==> src/pkg/csc_params.svh <==
// Purpose: Constants for the colour-space stream port host controller
// Assumes: One core clock, 10-bit components packed into a 32-bit word
// Notes: Included by the package and by the design modules
//
// Notes on behaviour
// - Host drives device reset synchronously and holds it low 32 cycles or more.
// - Host packs pixels into 24-48 bit words, zero-padding the top bits.
// - A beat moves only when ready, valid, enable and reset-low-inactive are high.
// - Only active picture pixels travel; no blanking or ancillary data.
// - Source holds all signals steady from valid until the beat completes.
// - Source never drops valid before the pending beat completes.
// - Sink ready may come before, with or after valid; valid never waits.
// - Sink should drive ready independently or registered after valid.
// - Sideband bit 0 marks first pixel of a frame for one beat.
// - Start-of-frame may rise early only while valid stays low.
// - Last sideband marks final pixel of each line for one beat.
`ifndef CSC_PARAMS_SVH
`define CSC_PARAMS_SVH
`define CSC_COMP_W       10
`define CSC_WORD_W       32
`define CSC_PAD_W        2
`define CSC_C0_LSB       0
`define CSC_C1_LSB       10
`define CSC_C2_LSB       20
`define CSC_PAD_LSB      30
`define CSC_SOF_BIT      32
`define CSC_EOL_BIT      33
`define CSC_BEAT_W       34
`define CSC_STEP_W       70
`define CSC_RST_HOLD_CYC 6'h20
`define CSC_RST_CNT_W    6
`endif

==> src/pkg/csc_pkg.sv <==
// Purpose: Types and helpers for the stream port host controller
// Assumes: Constants come from csc_params.svh
// Notes: No timescale in a package
`include "csc_params.svh"
package csc_pkg;
   typedef enum logic [0:0] {
      RST_HOLD = 1'h0,
      RST_RUN  = 1'h1
   } csc_rst_state_type;
   typedef logic [`CSC_COMP_W-1:0] csc_comp_type;
   typedef logic [`CSC_BEAT_W-1:0] csc_beat_type;
   typedef logic [`CSC_RST_CNT_W-1:0] csc_rst_cnt_type;
   // Beat completion test
   function automatic logic beatFire(input logic valid, input logic ready,
                                     input logic clkEn, input logic resetN);
      beatFire = valid & ready & clkEn & resetN;
   endfunction : beatFire
endpackage : csc_pkg
==> src/core/csc_reset_seq.sv <==
// Purpose: Drives the device core reset, low for a fixed count
// Assumes: Host reset is synchronous active high
// Notes: Restart request re-enters the hold phase
`timescale 1ns/1ps
`default_nettype none
`include "csc_params.svh"
module csc_reset_seq (
   // Clock and reset
   input  wire logic               sys_clk,
   input  wire logic               reset,
   // Control
   input  wire logic               restartReq,
   // Device reset
   output var  logic               devResetN_r
);
   import csc_pkg::*;
   // ==========================================================
   // Hold sequencer
   csc_rst_state_type state_r;
   csc_rst_state_type state_nxt;
   csc_rst_cnt_type   count_r;
   csc_rst_cnt_type   count_nxt;
   logic              devResetN_nxt;

   always_comb begin
      state_nxt     = state_r;
      count_nxt     = count_r;
      devResetN_nxt = devResetN_r;
      case (state_r)
         RST_HOLD: begin
            count_nxt = count_r + 6'h01;
            if (count_r == `CSC_RST_HOLD_CYC - 6'h01) begin
               state_nxt     = RST_RUN;
               devResetN_nxt = 1'h1;
            end
         end
         RST_RUN: begin
            if (restartReq) begin
               state_nxt     = RST_HOLD;
               count_nxt     = 6'h00;
               devResetN_nxt = 1'h0;
            end
         end
         default: begin
            state_nxt     = RST_HOLD;
            count_nxt     = 6'h00;
            devResetN_nxt = 1'h0;
         end
      endcase
   end

   always_ff @(posedge sys_clk) begin
      if (reset) begin
         state_r     <= RST_HOLD;
         count_r     <= 6'h00;
         devResetN_r <= 1'h0;
      end else begin
         state_r     <= state_nxt;
         count_r     <= count_nxt;
         devResetN_r <= devResetN_nxt;
      end
   end

   // ==========================================================
   // Checks
   logic [7:0] lowCnt_r;
   always_ff @(posedge sys_clk) begin
      if (reset || devResetN_r) begin
         lowCnt_r <= 8'h00;
      end else if (lowCnt_r != 8'hFF) begin
         lowCnt_r <= lowCnt_r + 8'h01;
      end
   end
endmodule : csc_reset_seq
`default_nettype wire

==> src/core/csc_stream_host.sv <==
// Purpose: Host that feeds and drains the colour-space converter streams
// Assumes: Device stream pins are synchronous to sys_clk
// Notes: Two-entry slices on both sides keep every ready registered
`timescale 1ns/1ps
`default_nettype none
`include "csc_params.svh"
module csc_stream_host (
   // Clock and reset
   input  wire logic                   sys_clk,
   input  wire logic                   reset,
   // Device control
   input  wire logic                   runEnable,
   input  wire logic                   restartReq,
   output var  logic                   devClkEn_r,
   output wire logic                   devResetN_r,
   // User pixel source
   input  wire logic                   srcValid,
   input  wire csc_pkg::csc_comp_type  srcC0,
   input  wire csc_pkg::csc_comp_type  srcC1,
   input  wire csc_pkg::csc_comp_type  srcC2,
   input  wire logic                   srcSof,
   input  wire logic                   srcEol,
   output var  logic                   srcReady_r,
   // Device input stream
   output wire logic [`CSC_WORD_W-1:0] devInData_r,
   output wire logic                   devInValid_r,
   output wire logic                   devInUser_r,
   output wire logic                   devInLast_r,
   input  wire logic                   devInReady,
   // Device output stream
   input  wire logic [`CSC_WORD_W-1:0] devOutData,
   input  wire logic                   devOutValid,
   input  wire logic                   devOutUser,
   input  wire logic                   devOutLast,
   output var  logic                   devOutReady_r,
   // User pixel sink
   output wire logic                   snkValid_r,
   output wire csc_pkg::csc_comp_type  snkC0_r,
   output wire csc_pkg::csc_comp_type  snkC1_r,
   output wire csc_pkg::csc_comp_type  snkC2_r,
   output wire logic                   snkSof_r,
   output wire logic                   snkEol_r,
   input  wire logic                   snkTake
);
   import csc_pkg::*;

   // ==========================================================
   // Helpers
   function automatic csc_beat_type packBeat(input csc_comp_type c0, input csc_comp_type c1,
                                             input csc_comp_type c2, input logic sof,
                                             input logic eol);
      csc_beat_type b;
      b = '0;
      b[`CSC_C0_LSB +: `CSC_COMP_W] = c0;
      b[`CSC_C1_LSB +: `CSC_COMP_W] = c1;
      b[`CSC_C2_LSB +: `CSC_COMP_W] = c2;
      b[`CSC_PAD_LSB +: `CSC_PAD_W] = '0;
      b[`CSC_SOF_BIT] = sof;
      b[`CSC_EOL_BIT] = eol;
      packBeat = b;
   endfunction : packBeat

   // Two-entry slice step: {mainV, main, skidV, skid}
   function automatic logic [`CSC_STEP_W-1:0] skidStep(input logic mainV, input csc_beat_type main,
                                                      input logic skidV, input csc_beat_type skid,
                                                      input logic inFire, input csc_beat_type inBeat,
                                                      input logic outFire);
      logic         mv;
      logic         sv;
      csc_beat_type m;
      csc_beat_type s;
      mv = mainV;
      sv = skidV;
      m  = main;
      s  = skid;
      if (outFire) begin
         if (skidV) begin
            m  = skid;
            sv = inFire;
            if (inFire) begin
               s = inBeat;
            end
         end else if (inFire) begin
            m = inBeat;
         end else begin
            mv = 1'h0;
         end
      end else if (inFire) begin
         if (!mainV) begin
            m  = inBeat;
            mv = 1'h1;
         end else begin
            s  = inBeat;
            sv = 1'h1;
         end
      end
      skidStep = {mv, m, sv, s};
   endfunction : skidStep

   // ==========================================================
   // Device reset and enable
   logic devClkEn_nxt;

   csc_reset_seq uResetSeq (
      .sys_clk     (sys_clk),
      .reset       (reset),
      .restartReq  (restartReq),
      .devResetN_r (devResetN_r)
   );

   always_comb begin
      devClkEn_nxt = runEnable;
   end

   // ==========================================================
   // Source slice toward the device
   logic         srcMainV_r;
   logic         srcMainV_nxt;
   csc_beat_type srcMain_r;
   csc_beat_type srcMain_nxt;
   logic         srcSkidV_r;
   logic         srcSkidV_nxt;
   csc_beat_type srcSkid_r;
   csc_beat_type srcSkid_nxt;
   logic         srcReady_nxt;
   logic         userFire;
   logic         devFire;

   always_comb begin
      userFire = srcValid & srcReady_r;
      devFire  = beatFire(devInValid_r, devInReady, devClkEn_r, devResetN_r);
      // Main entry moves only on a completed beat
      {srcMainV_nxt, srcMain_nxt, srcSkidV_nxt, srcSkid_nxt} =
         skidStep(srcMainV_r, srcMain_r, srcSkidV_r, srcSkid_r, userFire,
                  packBeat(srcC0, srcC1, srcC2, srcSof, srcEol), devFire);
      srcReady_nxt = !srcSkidV_nxt;
   end

   always_ff @(posedge sys_clk) begin
      if (reset) begin
         devClkEn_r <= 1'h0;
         srcMainV_r <= 1'h0;
         srcMain_r  <= '0;
         srcSkidV_r <= 1'h0;
         srcSkid_r  <= '0;
         srcReady_r <= 1'h1;
      end else begin
         devClkEn_r <= devClkEn_nxt;
         srcMainV_r <= srcMainV_nxt;
         srcMain_r  <= srcMain_nxt;
         srcSkidV_r <= srcSkidV_nxt;
         srcSkid_r  <= srcSkid_nxt;
         srcReady_r <= srcReady_nxt;
      end
   end

   assign devInValid_r = srcMainV_r;
   assign devInData_r  = srcMain_r[`CSC_WORD_W-1:0];
   assign devInUser_r  = srcMain_r[`CSC_SOF_BIT];
   assign devInLast_r  = srcMain_r[`CSC_EOL_BIT];

   // ==========================================================
   // Sink slice from the device
   logic         snkMainV_r;
   logic         snkMainV_nxt;
   csc_beat_type snkMain_r;
   csc_beat_type snkMain_nxt;
   logic         snkSkidV_r;
   logic         snkSkidV_nxt;
   csc_beat_type snkSkid_r;
   csc_beat_type snkSkid_nxt;
   logic         devOutReady_nxt;
   logic         sinkFire;
   logic         takeFire;
   csc_beat_type devOutBeat;

   always_comb begin
      sinkFire   = beatFire(devOutValid, devOutReady_r, devClkEn_r, devResetN_r);
      takeFire   = snkMainV_r & snkTake;
      devOutBeat = {devOutLast, devOutUser, devOutData};
      {snkMainV_nxt, snkMain_nxt, snkSkidV_nxt, snkSkid_nxt} =
         skidStep(snkMainV_r, snkMain_r, snkSkidV_r, snkSkid_r, sinkFire, devOutBeat, takeFire);
      devOutReady_nxt = !snkSkidV_nxt;
   end

   always_ff @(posedge sys_clk) begin
      if (reset) begin
         snkMainV_r    <= 1'h0;
         snkMain_r     <= '0;
         snkSkidV_r    <= 1'h0;
         snkSkid_r     <= '0;
         devOutReady_r <= 1'h1;
      end else begin
         snkMainV_r    <= snkMainV_nxt;
         snkMain_r     <= snkMain_nxt;
         snkSkidV_r    <= snkSkidV_nxt;
         snkSkid_r     <= snkSkid_nxt;
         devOutReady_r <= devOutReady_nxt;
      end
   end

   // Padding bits are dropped on unpacking
   assign snkValid_r = snkMainV_r;
   assign snkC0_r    = snkMain_r[`CSC_C0_LSB +: `CSC_COMP_W];
   assign snkC1_r    = snkMain_r[`CSC_C1_LSB +: `CSC_COMP_W];
   assign snkC2_r    = snkMain_r[`CSC_C2_LSB +: `CSC_COMP_W];
   assign snkSof_r   = snkMain_r[`CSC_SOF_BIT];
   assign snkEol_r   = snkMain_r[`CSC_EOL_BIT];
endmodule : csc_stream_host
`default_nettype wire

==> config.mk <==
export PLATFORM = sky130hd
export DESIGN_NAME = csc_stream_host
export DESIGN_NICKNAME = d
export VERILOG_FILES = /design/src/pkg/csc_pkg.sv /design/src/core/csc_reset_seq.sv /design/src/core/csc_stream_host.sv
export VERILOG_INCLUDE_DIRS = /design/src /design/src/pkg
export SDC_FILE = /design/constraint.sdc
export NUM_CORES = 1
export LEC_CHECK = 0
export CAP_MARGIN = 20
export CORE_MARGIN = 4
export CORE_UTILIZATION = 25
export CTS_CLUSTER_SIZE = 25
export DETAILED_ROUTE_END_ITERATION = 10
export DONT_BUFFER_PORTS = 1
export HOLD_SLACK_MARGIN = 0.05
export PLACE_DENSITY = 0.44
export SYNTH_ARGS = -nofsm -noshare
export SYNTH_HDL_FRONTEND = slang
export SYNTH_SLANG_ARGS = --single-unit
export TNS_END_PERCENT = 100
==> constraint.sdc <==
create_clock -name sys_clk -period 3.09 [get_ports sys_clk]
set_input_delay 0.4635 -clock sys_clk [delete_from_list [all_inputs] [get_ports sys_clk]]
set_output_delay 0.4635 -clock sys_clk [all_outputs]
set_load 0.05 [all_outputs]
==> parameters.txt <==
Parameter                              Value

Critical path
  Crit path DAT    2.73 ns
  Critical path peak fanout    64
  Worst setup EP type    register
  Category of the most critical setup path    register to register
  Endpoint required time on the critical path    3.40 ns
  Startpoint Class    register
  Setup slack of the most critical reg-to-reg path    0.67 ns

Timing
  Fin Hold WS    0.123 ns
  Clock skew    0.0111 ns
  Period minus WS final    2.42 ns
  Final worst path period share    78.4%
  Worst slew slack as a fraction of its limit    50.0%
  RSZ-0062 raised after global routing    false
  Pins over their slew limit    0
  Total setup violations reported at the end of the flow    0
  Total negative setup slack    0 ns
  Worst Max-Slew Pin Slew    0.748 ns
  Final-report hold violation count    0
  Upper clock frequency limit    413 MHz

Cells and area
  Number of nets in the finished design    740
  Area added between synthesis and finish    15.0%
  Fraction of final layout cells sized beyond drive strength 1    7.41%
  Non-filler cells in the finished layout    955
  Final antenna diode count    0

Placed design
  Placed wire-length estimate after detailed placement    9410 um
  Port Buffer Count    0
  Placed cell count    924
  Final estimated routing congestion in global placement    0.720

Logic synthesis
  Syn Inst Count    685
  Cell area after synthesis    5660 sq um
  Cell accounting for the most synthesized area    sky130_fd_sc_hd__dfxtp_1
  Post-synthesis sequential element count    143
  Cell types occupying the most area after synthesis    sky130_fd_sc_hd__dfxtp_1 51%, sky130_fd_sc_hd__nand2_1 13%, sky130_fd_sc_hd__a21oi_1 6.5%
  Syn. warnings    0
  Area share of the largest cell type after synthesis    50.6%
  Post-synthesis cell type count    34
  Sequential cell area fraction in the yosys report    50.6%
  Syn avg cell area    8.27 sq um

Global routing
  Total GRT Usage    11.6%
  Wire length of the first global-routing pass    23100 um
  Antenna violations before repair    0
  GRT Residual Overflow    0
  Maximum number of pins on one net before global-route repair    143
  Vias in the first global route    4195

Clocking
  Cell at the root of the clock tree    sky130_fd_sc_hd__clkbuf_16
  Clock sinks    143
  Number of levels the H-tree was split into    4
  Post-CTS Hold Buffers    0
  Clock tree from TritonCTS    yes
  Source-to-sink clock delay at the later pin of the worst-skew pair    0.41 ns
  Cts bufs inserted    17
  Maximum count of clock buffers along a single path    2
  Setup Buffers After CTS    0
  Clock slew seen by the registers of the worst setup and hold paths    0.06 ns
  Number of resized instances in the post-cts repair step    0

Route
  Wire length after detailed routing    14700 um
  Antenna Nets Post-Route    0
  DR vias/cell    4.74
  Total number of vias    4528
  Number of remaining DRC errors    0
  Mean routed wirelength per cell    15.3 um
  First DRT Iteration DRCs    243
  Initial DRT Pass Iterations    5

Hold path
  Worst Hold Class    primary input to register

Power
  P_leak    2.37 nW
  Power density cells    672 nW/um^2
  Worst IR drop on VDD    0.303 mV
  Total power    0.00438 W

Die
  Vertical die dimension    159 um
  Core outline area    22000 sq um
  Die area    25100 sq um
  Number of top-level pins    146
  Number of placement rows    54
  Overall die width    159 um
  Starting Density    25.7%

Run
  Max Cap Viol    0

Run status
  Outcome    completed
==> state kept, by name, indices dropped and copies added (netlist names) <==
register               flops
devClkEn_r                 1
devInValid_r               1
devOutReady_r              1
snkMain_r                 32
snkSkidV_r                 1
snkSkid_r                 32
snkValid_r                 1
srcMain_r                 32
srcReady_r                 1
srcSkidV_r                 1
srcSkid_r                 32
uResetSeq.count_r          6
uResetSeq.devResetN_r      1
uResetSeq.state_r          1
==> worst max-delay path, cell delays in order, from the launching register on <==
cell,delay [ns]
sky130_fd_sc_hd__dfxtp_1,0.64
sky130_fd_sc_hd__nand4_1,0.40
sky130_fd_sc_hd__ha_1,0.35
sky130_fd_sc_hd__a221oi_4,0.24
sky130_fd_sc_hd__buf_12,0.30
sky130_fd_sc_hd__nor2_1,0.07
sky130_fd_sc_hd__a211oi_1,0.28
==> placed cells by master (no fill, tap or decap), types with 2 or more instances in the layout <==
master                       instances
sky130_fd_sc_hd__nor2_1             72
sky130_fd_sc_hd__conb_1              2
sky130_fd_sc_hd__inv_6               3
sky130_fd_sc_hd__o21ai_0             6
sky130_fd_sc_hd__dfxtp_1           143
sky130_fd_sc_hd__clkbuf_8            2
sky130_fd_sc_hd__nand3_1             2
sky130_fd_sc_hd__nor2b_1             5
sky130_fd_sc_hd__a31oi_1             3
sky130_fd_sc_hd__inv_1               5
sky130_fd_sc_hd__and2_1              2
sky130_fd_sc_hd__o211ai_1            2
sky130_fd_sc_hd__nand3b_1            2
sky130_fd_sc_hd__bufinv_16           3
sky130_fd_sc_hd__ha_1                3
sky130_fd_sc_hd__a211oi_1           33
sky130_fd_sc_hd__nand2_1           196
sky130_fd_sc_hd__clkinv_2            2
sky130_fd_sc_hd__buf_4              12
sky130_fd_sc_hd__clkinvlp_4          3
sky130_fd_sc_hd__nand2b_1            3
sky130_fd_sc_hd__mux2i_1            32
sky130_fd_sc_hd__a311oi_1           33
sky130_fd_sc_hd__nand4_1             3
sky130_fd_sc_hd__clkbuf_16          17
sky130_fd_sc_hd__a21oi_1            73
==> final timing paths <==
path                                   start  cells past startpoint                    endpoint
setup / recovery    devOutReady_r$_SDFF_PP1_                      6  snkMain_r[26]$_SDFFE_PP0P_
hold / removal                         reset                      1   srcSkid_r[5]$_SDFFE_PP0P_
setup reg to reg    devOutReady_r$_SDFF_PP1_                      6  snkMain_r[26]$_SDFFE_PP0P_
hold reg to reg   snkSkid_r[12]$_SDFFE_PP0P_                      2  snkSkid_r[12]$_SDFFE_PP0P_
==> cells in the mapped netlist <==
library cell	instances
sky130_fd_sc_hd__nand2_1	196
sky130_fd_sc_hd__dfxtp_1	143
sky130_fd_sc_hd__a21oi_1	73
sky130_fd_sc_hd__nor2_1	72
sky130_fd_sc_hd__clkbuf_1	42
sky130_fd_sc_hd__a211oi_1	33
sky130_fd_sc_hd__a311oi_1	33
sky130_fd_sc_hd__mux2i_1	32
sky130_fd_sc_hd__buf_2	7
sky130_fd_sc_hd__o21ai_0	6
sky130_fd_sc_hd__inv_1	5
sky130_fd_sc_hd__nor2b_1	5
sky130_fd_sc_hd__a31oi_1	3
sky130_fd_sc_hd__buf_6	3
sky130_fd_sc_hd__ha_1	3
sky130_fd_sc_hd__nand2b_1	3
sky130_fd_sc_hd__nand3_1	3
sky130_fd_sc_hd__nand4_1	3
sky130_fd_sc_hd__and2_1	2
sky130_fd_sc_hd__buf_4	2
sky130_fd_sc_hd__nand3b_1	2
sky130_fd_sc_hd__o211ai_1	2
sky130_fd_sc_hd__a211oi_4	1
sky130_fd_sc_hd__a21o_1	1
sky130_fd_sc_hd__a221oi_2	1
sky130_fd_sc_hd__a31o_2	1
sky130_fd_sc_hd__and3_1	1
sky130_fd_sc_hd__and4_1	1
sky130_fd_sc_hd__buf_1	1
sky130_fd_sc_hd__conb_1	1
sky130_fd_sc_hd__inv_2	1
sky130_fd_sc_hd__nor3_1	1
sky130_fd_sc_hd__o211a_1	1
sky130_fd_sc_hd__or3_1	1
==> report_power, final <==
part | internal [W] | switching (W)
clock network | 0.00132 | 0.000818
logic | 0.0000702 | 0.000108
registers | 0.00190 | 0.000164
==> stage by stage <==
step / instance area [sq um] / util (%) / setup WS [ns]
2_1_floorplan: 5670 / - / 0.848
3_3_place_gp: 5900 / 26.8 / 0.811
3_5_place_dp: 5900 / 26.8 / 0.686
4_1_cts: 6510 / 29.6 / 0.651
5_1_grt: 6510 / 29.6 / 0.466
6_report: 6510 / 29.6 / 0.666
==> final cells by class <==
class	instances	area [sq um]
Clock buffer	19	453
Tap cell	280	350
Sequential cell	143	2860
Multi-Input combinational cell	482	2560
Inverter	6	22.5
Timing Repair Buffer	13	110
Clock inverter	12	158
Fill cell	2339	15500
==> per-layer routing <==
metal | share of wire [%] | vias up | GRT usage [%]
met3 | 6.2 | 19 | 3.62
met5 | 0 | - | 0
met4 | 1.9 | 0 | 5.08
li1 | - | 2283 | -
met1 | 43 | 2121 | 14.6
met2 | 49 | 105 | 18.5
==> kinds of logic (layout without fill, tap and decap cells) <==
| group | count (synthesis) | after routing | synth area share [%] |
|---|---|---|---|
| adders and majority gates | 3 | 3 | 0.663 |
| AOI/OAI and AO/OA | 155 | 155 | 18.1 |
| and+or+nand+nor | 290 | 290 | 20.2 |
| muxes | 32 | 32 | 5.66 |
| buffers and inverters | 61 | 50 | 4.73 |
| other | 1 | 2 | 0.0662 |
| DFF | 143 | 143 | 50.6 |
(Power assumes the default switching activity.)
